<file path="config.mk">
export PLATFORM = sky130hd
export DESIGN_NAME = clock_source_stop_interlocks
export DESIGN_NICKNAME = d
export VERILOG_FILES = /design/src/rtl/clock_source_stop_interlocks.v /design/src/rtl/settle_timer.v
export VERILOG_INCLUDE_DIRS = /design/src /design/src/rtl
export SDC_FILE = /design/constraint.sdc
export NUM_CORES = 1
export LEC_CHECK = 0
export BUFFER_PORTS_ARGS = -buffer_cell sky130_fd_sc_hd__buf_4
export CAP_MARGIN = 20
export CORE_MARGIN = 4
export CORE_UTILIZATION = 45
export CTS_BUF_LIST = sky130_fd_sc_hd__clkbuf_8
export DETAILED_ROUTE_END_ITERATION = 8
export PLACE_DENSITY = 0.74
export SLEW_MARGIN = 20
export SYNTH_ARGS = -nofsm -noshare
export SYNTH_HDL_FRONTEND = slang
export SYNTH_SLANG_ARGS = --single-unit
</file>
<file path="constraint.sdc">
create_clock -name aclk -period 2.93 [get_ports aclk]
set_input_delay 0.293 -clock aclk [delete_from_list [all_inputs] [get_ports aclk]]
set_output_delay 0.293 -clock aclk [all_outputs]
set_load 0.02 [all_outputs]
</file>
<file path="src/rtl/clock_interlock_defines.vh">
// Summary of operation
// - one control bit turns oscillation stop detection on or off
// - detection enabled forces slow oscillator stop bit to zero
// - while detection enabled, writes of one to slow stop bit are ignored
// - detector needs a settling time after enable before results are valid
// - clock register writes take effect only while write unlock bit is one
`ifndef CLOCK_INTERLOCK_DEFINES_VH
`define CLOCK_INTERLOCK_DEFINES_VH
`define OFS_MAIN_OSC_CTRL    8'h00
`define OFS_SYS_CLOCK_CTRL3  8'h04
`define OFS_PLL_CTRL2        8'h08
`define OFS_SLOW_OSC_CTRL    8'h0C
`define OFS_STOP_DETECT_CTRL 8'h10
`define OFS_WRITE_PROTECT    8'h14
`define OFS_STATUS           8'h18
`define OFS_IRQ_MASK         8'h1C
`define BIT_STOP             0
`define BIT_UNLOCK           0
`define BIT_DETECT_EN        7
`define POS_CKSEL_LO         8
`define POS_CKSEL_HI         10
`define CKSEL_MAIN           3'h2
`define CKSEL_PLL            3'h4
`define RST_MAIN_STOP        1'h1
`define RST_SLOW_STOP        1'h0
`define RST_PLL_HALT         1'h1
`define RST_CKSEL            3'h0
`define SETTLE_TIME_US       10
`define CLK_MHZ              100
`define SETTLE_CYCLES        (`SETTLE_TIME_US * `CLK_MHZ)
`define ST_REFUSED_STOP      0
`define ST_SETTLED           1
`define ST_LOCKED_WRITE      2
`define RESP_OKAY            2'h0
`define RESP_SLVERR          2'h2
`endif

</file>
<file path="src/rtl/clock_source_stop_interlocks.v">
`timescale 1ns/1ps
`include "clock_interlock_defines.vh"
module clock_source_stop_interlocks (
	input  wire        aclk,
	input  wire        aresetn,
	input  wire [7:0]  s_axi_awaddr,
	input  wire [2:0]  s_axi_awprot,
	input  wire        s_axi_awvalid,
	output reg         s_axi_awready,
	input  wire [31:0] s_axi_wdata,
	input  wire [3:0]  s_axi_wstrb,
	input  wire        s_axi_wvalid,
	output reg         s_axi_wready,
	output reg  [1:0]  s_axi_bresp,
	output reg         s_axi_bvalid,
	input  wire        s_axi_bready,
	input  wire [7:0]  s_axi_araddr,
	input  wire [2:0]  s_axi_arprot,
	input  wire        s_axi_arvalid,
	output reg         s_axi_arready,
	output reg  [31:0] s_axi_rdata,
	output reg  [1:0]  s_axi_rresp,
	output reg         s_axi_rvalid,
	input  wire        s_axi_rready,
	output reg         main_osc_stop,
	output reg         slow_osc_stop,
	output reg         pll_halt,
	output reg  [2:0]  clock_source_select,
	output reg         stop_detect_enable,
	output reg         irq
);
	reg        clock_reg_write_unlock;
	reg [2:0]  status;
	reg [2:0]  mask;
	reg [7:0]  aw_addr;
	reg [31:0] w_data;
	reg [3:0]  w_strb;
	reg        aw_held;
	reg        w_held;
	wire       settled;
	reg        settled_d;
	reg [2:0]  next_status;
	reg        refused;
	reg        locked;
	reg        bad_addr;
	reg        write_ok;
	reg        next_detect_enable;
	reg [2:0]  next_mask;

	// byte 0 only carries control bits here; byte 1 holds the select field
	function lane0;
		input [3:0] strb;
		lane0 = strb[0];
	endfunction

	function is_clock_reg;
		input [7:0] a;
		is_clock_reg = (a == `OFS_MAIN_OSC_CTRL) ||
			(a == `OFS_SYS_CLOCK_CTRL3) || (a == `OFS_PLL_CTRL2) ||
			(a == `OFS_SLOW_OSC_CTRL) || (a == `OFS_STOP_DETECT_CTRL);
	endfunction

	settle_timer u_settle (
		.aclk    (aclk),
		.aresetn (aresetn),
		.enable  (stop_detect_enable),
		.settled (settled)
	);

	// bvalid holds off a second decode until the response is taken
	wire do_write = aw_held && w_held && !s_axi_bvalid;

	always @* begin
		locked   = 1'b0;
		refused  = 1'b0;
		bad_addr = 1'b0;
		if (do_write) begin
			bad_addr = (aw_addr[7:2] > `OFS_IRQ_MASK >> 2) ||
				(aw_addr[1:0] != 2'h0);
			locked = is_clock_reg(aw_addr) && !clock_reg_write_unlock;
			refused = !locked && (aw_addr == `OFS_MAIN_OSC_CTRL) &&
				lane0(w_strb) && w_data[`BIT_STOP] &&
				((clock_source_select == `CKSEL_MAIN) ||
				 (clock_source_select == `CKSEL_PLL) || !pll_halt);
		end
	end

	always @* begin
		next_status = status;
		if (do_write && aw_addr == `OFS_STATUS && lane0(w_strb))
			next_status = status & ~w_data[2:0];
		// set wins over clear
		if (refused)
			next_status[`ST_REFUSED_STOP] = 1'b1;
		if (settled && !settled_d)
			next_status[`ST_SETTLED] = 1'b1;
		if (locked)
			next_status[`ST_LOCKED_WRITE] = 1'b1;
	end

	// enable and mask decoded ahead of their registers so that the force
	// and the interrupt follow a write in the same cycle
	// single enable bit
	always @* begin
		write_ok           = do_write && !locked && !refused &&
			lane0(w_strb);
		next_detect_enable = stop_detect_enable;
		next_mask          = mask;
		if (write_ok && aw_addr == `OFS_STOP_DETECT_CTRL)
			next_detect_enable = w_data[`BIT_DETECT_EN];
		if (write_ok && aw_addr == `OFS_IRQ_MASK)
			next_mask = w_data[2:0];
	end

	always @(posedge aclk) begin
		if (!aresetn) begin
			s_axi_awready <= 1'b1;
			s_axi_wready <= 1'b1;
			s_axi_bvalid <= 1'b0;
			s_axi_bresp <= `RESP_OKAY;
			aw_held <= 1'b0;
			w_held <= 1'b0;
			aw_addr <= 8'h00;
			w_data <= 32'h00000000;
			w_strb <= 4'h0;
			main_osc_stop <= `RST_MAIN_STOP;
			slow_osc_stop <= `RST_SLOW_STOP;
			pll_halt <= `RST_PLL_HALT;
			clock_source_select <= `RST_CKSEL;
			stop_detect_enable <= 1'b0;
			clock_reg_write_unlock <= 1'b0;
			status <= 3'h0;
			mask <= 3'h0;
			settled_d <= 1'b0;
			irq <= 1'b0;
		end else begin
			settled_d <= settled;
			status <= next_status;
			stop_detect_enable <= next_detect_enable;
			mask <= next_mask;
			irq <= |(next_status & next_mask);
			if (s_axi_awvalid && s_axi_awready) begin
				aw_addr <= s_axi_awaddr;
				aw_held <= 1'b1;
				s_axi_awready <= 1'b0;
			end
			if (s_axi_wvalid && s_axi_wready) begin
				w_data <= s_axi_wdata;
				w_strb <= s_axi_wstrb;
				w_held <= 1'b1;
				s_axi_wready <= 1'b0;
			end
			if (do_write) begin
				s_axi_bvalid <= 1'b1;
				s_axi_bresp <= bad_addr ? `RESP_SLVERR : `RESP_OKAY;
				if (write_ok) begin
					case (aw_addr)
					`OFS_MAIN_OSC_CTRL:
						main_osc_stop <= w_data[`BIT_STOP];
					`OFS_PLL_CTRL2:
						pll_halt <= w_data[`BIT_STOP];
					// protect register is never locked, else no unlock
					`OFS_WRITE_PROTECT:
						clock_reg_write_unlock <= w_data[`BIT_UNLOCK];
					default: ;
					endcase
				end
				if (!locked && aw_addr == `OFS_SYS_CLOCK_CTRL3 && w_strb[1])
					clock_source_select <=
						w_data[`POS_CKSEL_HI:`POS_CKSEL_LO];
				if (!locked && aw_addr == `OFS_SLOW_OSC_CTRL &&
					lane0(w_strb) && !stop_detect_enable)
					slow_osc_stop <= w_data[`BIT_STOP];
			end
			// acts from the edge that sets enable and on every edge while it stays set; no cycle shows both bits set
			// force slow osc running
			if (next_detect_enable)
				slow_osc_stop <= 1'b0;
			if (s_axi_bvalid && s_axi_bready) begin
				s_axi_bvalid <= 1'b0;
				aw_held <= 1'b0;
				w_held <= 1'b0;
				s_axi_awready <= 1'b1;
				s_axi_wready <= 1'b1;
			end
		end
	end

	// read channel; unmapped reads answer slverr with zero data
	always @(posedge aclk) begin
		if (!aresetn) begin
			s_axi_arready <= 1'b1;
			s_axi_rvalid <= 1'b0;
			s_axi_rdata <= 32'h00000000;
			s_axi_rresp <= `RESP_OKAY;
		end else if (s_axi_arvalid && s_axi_arready) begin
			s_axi_arready <= 1'b0;
			s_axi_rvalid <= 1'b1;
			s_axi_rresp <= `RESP_OKAY;
			s_axi_rdata <= 32'h00000000;
			case (s_axi_araddr)
			`OFS_MAIN_OSC_CTRL: s_axi_rdata[0] <= main_osc_stop;
			`OFS_SYS_CLOCK_CTRL3:
				s_axi_rdata[`POS_CKSEL_HI:`POS_CKSEL_LO] <=
					clock_source_select;
			`OFS_PLL_CTRL2: s_axi_rdata[0] <= pll_halt;
			`OFS_SLOW_OSC_CTRL: s_axi_rdata[0] <= slow_osc_stop;
			`OFS_STOP_DETECT_CTRL:
				s_axi_rdata[`BIT_DETECT_EN] <= stop_detect_enable;
			`OFS_WRITE_PROTECT: s_axi_rdata[0] <= clock_reg_write_unlock;
			`OFS_STATUS: s_axi_rdata[2:0] <= status;
			`OFS_IRQ_MASK: s_axi_rdata[2:0] <= mask;
			default: s_axi_rresp <= `RESP_SLVERR;
			endcase
		end else if (s_axi_rvalid && s_axi_rready) begin
			s_axi_rvalid <= 1'b0;
			s_axi_arready <= 1'b1;
		end
	end
endmodule // clock_source_stop_interlocks

</file>
<file path="src/rtl/settle_timer.v">
`timescale 1ns/1ps
`include "clock_interlock_defines.vh"
module settle_timer (
	input  wire aclk,
	input  wire aresetn,
	input  wire enable,
	output reg  settled
);
	reg [15:0] count;
	always @(posedge aclk) begin
		if (!aresetn || !enable) begin
			count   <= 16'h0000;
			settled <= 1'b0;
		end else if (count == `SETTLE_CYCLES - 1) begin
			settled <= 1'b1;
		end else begin
			count <= count + 16'h0001;
		end
	end
endmodule // settle_timer

</file>
## After elaboration in Yosys (flattened, before gate mapping)

Index checks and enable logic that the tools add are counted.

- Flip-flop bits (word level): 72
- Input bits: 65
- Logic and storage cells: 122

- Equality and inequality tests: 17
- Bitwise operators: 4
- Mux-type cells: 19
- Reductions and logical operators: 55
- $lt $le $gt $ge: 1
- Add/sub/neg operators: 1

Operators by type and width:

| operator | number |
|---|---|
| equality test 8 x 5 -> 1 bit (second input constant) | 8 |
| equality test 8 x 4 -> 1 bit (second input constant) | 4 |
| logical AND 1 bit | 25 |
| adder 16 x 1 -> 16 bit (second input constant) | 1 |
| equality test 16 x 10 -> 1 bit (second input constant) | 1 |
| equality test 8 x 3 -> 1 bit (second input constant) | 2 |
| zero test 8 bit | 2 |
| two-way mux 1 bit | 12 |
| zero test 1 bit | 9 |
| two-way mux 3 bit | 3 |
| AND reduction 3 bit | 3 |
| logical OR 1 bit | 8 |
| OR reduction 8 bit | 1 |
| bitwise AND 3 bit | 2 |
| > comparator 6 x 3 -> 1 bit (second input constant) | 1 |
| case mux 1 bit (6 select lines) | 1 |
| two-way mux 2 bit | 2 |
| case mux 2 bit (2 select lines) | 1 |
| AND reduction 2 bit | 2 |
| nonzero test 2 bit | 2 |
| OR reduction 2 bit | 2 |
| equality test 3 x 2 -> 1 bit (second input constant) | 1 |
| equality test 3 bit (second input constant) | 1 |
| NOT 3 bit | 1 |
| 2 further kinds | 2 |

## Longest topological paths before layout

- Word-level depth: 19
- Gate-level depth with buffers: 7
- Mapped depth without buffers: 6

## Cells and area by module

Synthesis repeated with hierarchy kept, for this count alone.

- Cell total of the unflattened synthesis: 369
- Area total of the unflattened synthesis: 3150.5 µm²

By module, submodules not included:

| module | area an instance (µm²) | cells each | times used |
|---|---|---|---|
| clock_source_stop_interlocks | 2371.0 | 278 | 1 |
| settle_timer | 779.5 | 91 | 1 |

## Worst setup path before layout

Ideal clock, no wire load.

- Path type: reg2reg
- Start: register aw_addr[5]
- End: register slow_osc_stop
- Stages on the path, launching flop included: 6
- Library setup time: 0.116 ns
- Slack: 1.237 ns
- Buffers on the path: 0
- Period minus slack after synthesis: 1.693 ns
- Arrival: 1.577 ns
- Cell sequence: dfxtp_1 or3_4 nor4b_2 nand4b_1 mux2_1 and3_1

- Longest elaborated chain between the ends: 18
- Elaborated cells between the ends (all ways): 29

Ends and longest elaborated chain:

| item | RTL line | RTL |
|---|---|---|
| from (decl) | clock_source_stop_interlocks.v:35 | `reg [7:0] aw_addr;` |
| from (signal assigned) | clock_source_stop_interlocks.v:143 | `aw_addr <= s_axi_awaddr;` |
| equality test 8 x 3 -> 1 bit (no line) / zero test 8 bit (equally long branches) | -- |  |
| logical OR 1 bit (4 in a row) | clock_source_stop_interlocks.v:58 | `` is_clock_reg = (a == `OFS_MAIN_OSC_CTRL) \|\| `` |
| logical AND 1 bit | clock_source_stop_interlocks.v:80 | `locked = is_clock_reg(aw_addr) && !clock_reg_write_unlock;` |
| zero test 1 bit | clock_source_stop_interlocks.v:81 | `` refused = !locked && (aw_addr == `OFS_MAIN_OSC_CTRL) && `` |
| logical AND 1 bit (4 in a row) | clock_source_stop_interlocks.v:81 |  |
| two-way mux 1 bit | clock_source_stop_interlocks.v:77 | `if (do_write) begin` |
| zero test 1 bit | clock_source_stop_interlocks.v:105 | `write_ok = do_write && !locked && !refused &&` |
| logical AND 1 bit (2 in a row) | clock_source_stop_interlocks.v:105 |  |
| logical AND 1 bit (no line) | -- |  |
| two-way mux 1 bit | clock_source_stop_interlocks.v:109 | `` if (write_ok && aw_addr == `OFS_STOP_DETECT_CTRL) `` |
| OR reduction 2 bit (no line) | -- |  |
| to (signal assigned) | clock_source_stop_interlocks.v:127 | `` slow_osc_stop <= `RST_SLOW_STOP; `` |
| to (signal assigned) | clock_source_stop_interlocks.v:173 | `` slow_osc_stop <= w_data[`BIT_STOP]; `` |
| to (decl) | clock_source_stop_interlocks.v:26 | `output reg slow_osc_stop,` |

Parallel ways exist; a longest one is shown, timed or not.
A chain may end at the register's enable or synchronous reset.

## Worst setup path in the final report

- Start: register aw_addr[0]
- End: register irq

- Longest elaborated chain between the ends: 19
- Elaborated cells between the ends (all ways): 34

Ends and longest elaborated chain:

| item | RTL line | RTL |
|---|---|---|
| equality test 8 x 3 -> 1 bit (no line) / zero test 8 bit (equally long branches) | -- |  |
| logical OR 1 bit (4 in a row) | clock_source_stop_interlocks.v:58 |  |
| logical AND 1 bit | clock_source_stop_interlocks.v:80 |  |
| zero test 1 bit | clock_source_stop_interlocks.v:81 |  |
| logical AND 1 bit (4 in a row) | clock_source_stop_interlocks.v:81 |  |
| two-way mux 1 bit | clock_source_stop_interlocks.v:77 |  |
| zero test 1 bit | clock_source_stop_interlocks.v:105 |  |
| logical AND 1 bit (2 in a row) | clock_source_stop_interlocks.v:105 |  |
| logical AND 1 bit (no line) | -- |  |
| two-way mux 3 bit | clock_source_stop_interlocks.v:111 | `` if (write_ok && aw_addr == `OFS_IRQ_MASK) `` |
| bitwise AND 3 bit * | clock_source_stop_interlocks.v:141 | `irq <= \|(next_status & next_mask);` |
| OR reduction 3 bit * | clock_source_stop_interlocks.v:141 |  |
| to (signal assigned) | clock_source_stop_interlocks.v:141 |  |
| to (decl) | clock_source_stop_interlocks.v:30 | `output reg irq` |

Every way passes the cells marked *; elsewhere a longest branch is shown, timed or not.

==> impl_metrics.tcl <==
set metrics [dict create \
    hp-class "in2reg" \
    ios 114 \
    fin_tns_setup_ns 0 \
    nFillCells 590 \
    core-area_mm2 0.006495 \
    cts_tree "yes" \
    cts_hold_buffers 0 \
    wl_met1_mm 3.074 \
    dr.pass1.iters 4 \
    synth-edff-count 0 \
    wl_met3_um 431 \
    grt_pass1_wl_mm 10.39 \
    syn_area_mm2 0.003090 \
    netlist_instances 340 \
    drcViolationCount 0 \
    post_cts_buffers 0 \
    p_per_area_mw_per_mm2 502.7 \
    fmax_ghz 0.5041 \
    drv_cap 0 \
    synth-seq-cells 66 \
    worst_slew_pin_slew_ns 0.7612 \
    synth_cell_types 53 \
    startpoint "aw_addr[0]" \
    critPathKind "reg2reg" \
    rrSetupSlack_ns 0.95 \
    clock_path_buffers 2 \
    antenna_found_initial 0 \
    ctsRootBufferMaster "clkbuf_8" \
    finalSetupViolations 0 \
    cp_slowest_cell "nor4b_1" \
    viasPerCell 5.159 \
    outcome "completed" \
    die_y_um 90.87 \
    grt_overflow 0 \
    htree_levels 3 \
    die_x_um 90.87 \
    synth_largest_area_cell "dfxtp_1" \
    min_period_over_period 0.6771 \
    post-synth-top-area-fraction 0.4275 \
    initial_utilization 0.4758 \
    worst_clock_skew_ns 0.007865 \
    area_delta_synth_final_pct 16.72 \
    rsz0062_at_grt "false" \
    final-max-slew-violation-count 0 \
    synth.avg_cell_area_um2 9.090 \
    synth-seq-area-share 0.4275 \
    finalHoldViolCount 0 \
    n_antenna_cell 0 \
    crit_chain "nor4b_1, nand4_1, a2bb2oi_1, o22ai_1, a21o_1" \
    nets 455 \
    cts_buffers 9 \
    endpoint_kind "register" \
    hpwl_mm 4.663 \
    synthArstFlopShare 0 \
    gr-usage-all-layers 0.1543 \
    portBuffers 53 \
    ir_drop_mv 0.2730 \
    layout_common_cells "dfxtp_1, buf_4, nand2_1, conb_1, a21boi_0" \
    antenna_left 0 \
    wl_mm 6.254 \
    routed.top_layer "met4" \
    worst_r2r_path_depth 5 \
    max_stage_delay_ns 0.72 \
    met2_length_mm 2.627 \
    cts.reportedPaths.clkPinSlew_ns 0.07 \
    min_from "s_axi_wvalid" \
    die_area_mm2 0.008257 \
    reg2reg_from "aw_addr[0]" \
    crit_arrival_ns 2.22 \
    synth-warning-count 0 \
    period_needed_ns 1.984 \
    netlist_top_cells_area "dfxtp_1, buf_4, a21boi_0, nand2_1, mux2i_1" \
    maxSlewHeadroom 0.4854 \
    num_vias 2430 \
    cts_sinks 66 \
    grt_max_degree 50 \
    rows 29 \
    wire_per_inst_um 13.28 \
    cp.required_ns 3.16 \
    start_kind "register" \
    mostFrequentLayoutCell "dfxtp_1" \
    utilization 0.5554 \
    synth_ff_type "dfxtp_1" \
    p_leak_nw 1.483 \
    routabilityCongestion 0.8426 \
    post_cts_resized 0 \
    drt_iter0_drc 124 \
    clk_latency_ns 0.34 \
    drive_above_1_share 0.1929 \
    crit_fanout 8 \
    grt_pass1_vias 2193 \
    hold_depth 2 \
]
==> critical path: cells and delay by family (launching register included) <==
kind	cells	cell delay, ns
and+or+nand+nor	2	0.91
AOI/OAI and AO/OA	3	0.56
DFF	1	0.40
==> final cells by class <==
type / count / area (µm²) / share of cell area
clock buffer: 12 / 165.2 / 0.04579
clock inverter: 4 / 17.52 / 0.004856
inverter: 4 / 15.01 / 0.004162
multi-input combinational: 255 / 1594 / 0.4419
sequential: 66 / 1321 / 0.3663
tap: 77 / 96.34 / 0.02671
timing repair buffer: 53 / 397.9 / 0.1103
==> cell usage after synthesis (8+ instances only) <==
| library cell | n |
|---|---|
| nor2b_1 | 19 |
| nand3_1 | 17 |
| clkbuf_1 | 11 |
| xor2_1 | 13 |
| dfxtp_1 | 66 |
| and2_1 | 8 |
| buf_4 | 27 |
| nand4_1 | 9 |
| nand2_1 | 41 |
| mux2i_1 | 12 |
| nor2_1 | 17 |
| o21ai_0 | 9 |
| a21boi_0 | 22 |
==> registers in the layout, summed over array words and instances (netlist names), 2 cells and up <==
register and count:
clock_source_select 3, aw_addr 8, s_axi_rdata 7, w_data 7, u_settle.count 16, status 3
mask 3, w_strb 2
==> kinds of logic (layout without fill, tap and decap cells) <==
family,count (synthesis),count (layout),synth area share
AO/OA/AOI/OAI,52,52,0.1174
flip-flops,66,66,0.4275
adder cells (fa/ha/maj),1,1,0.004048
XOR/XNOR,15,15,0.04251
AND/OR/NAND/NOR,145,145,0.2692
multiplexers,15,15,0.04980
buffers and inverters,45,73,0.08826
other,1,27,0.001213
==> report_power, final <==
part	internal (mW)	switching [mW]	leakage, nW
Combinational	0.0727	0.0991	0.842
Sequential	0.921	0.0275	0.536
Clock	0.368	0.325	0.105
==> path summary, 6_finish.rpt <==
kind                         end
setup reg to reg             irq
hold / removal      s_axi_wready
setup / recovery             irq
hold reg to reg   s_axi_rdata[0]
==> per-layer routing <==
metal / vias to the layer above / GRT usage
met5: - / 0
met4: 0 / 0.07915
met3: 9 / 0.03500
met2: 84 / 0.2224
met1: 1098 / 0.2145
li1: 1239 / -
==> stage by stage <==
| step | cells | hold WS [ns] | area (µm²) | setup slack, ns | total power [mW] |
|---|---|---|---|---|---|
| 2_1_floorplan | 366 | 0.3934 | 3188 | 1.237 | 1.104 |
| 3_3_place_gp | 455 | 0.4423 | 3425 | 1.079 | 1.137 |
| 3_5_place_dp | 455 | 0.4559 | 3425 | 0.9934 | 1.140 |
| 4_1_cts | 471 | 0.1426 | 3607 | 0.9847 | 1.834 |
| 5_1_grt | 471 | 0.1515 | 3607 | 0.7483 | 1.893 |
| 6_report | 471 | 0.1560 | 3607 | 0.9462 | 1.813 |
Note: power is estimated with default switching activity, not from simulation.
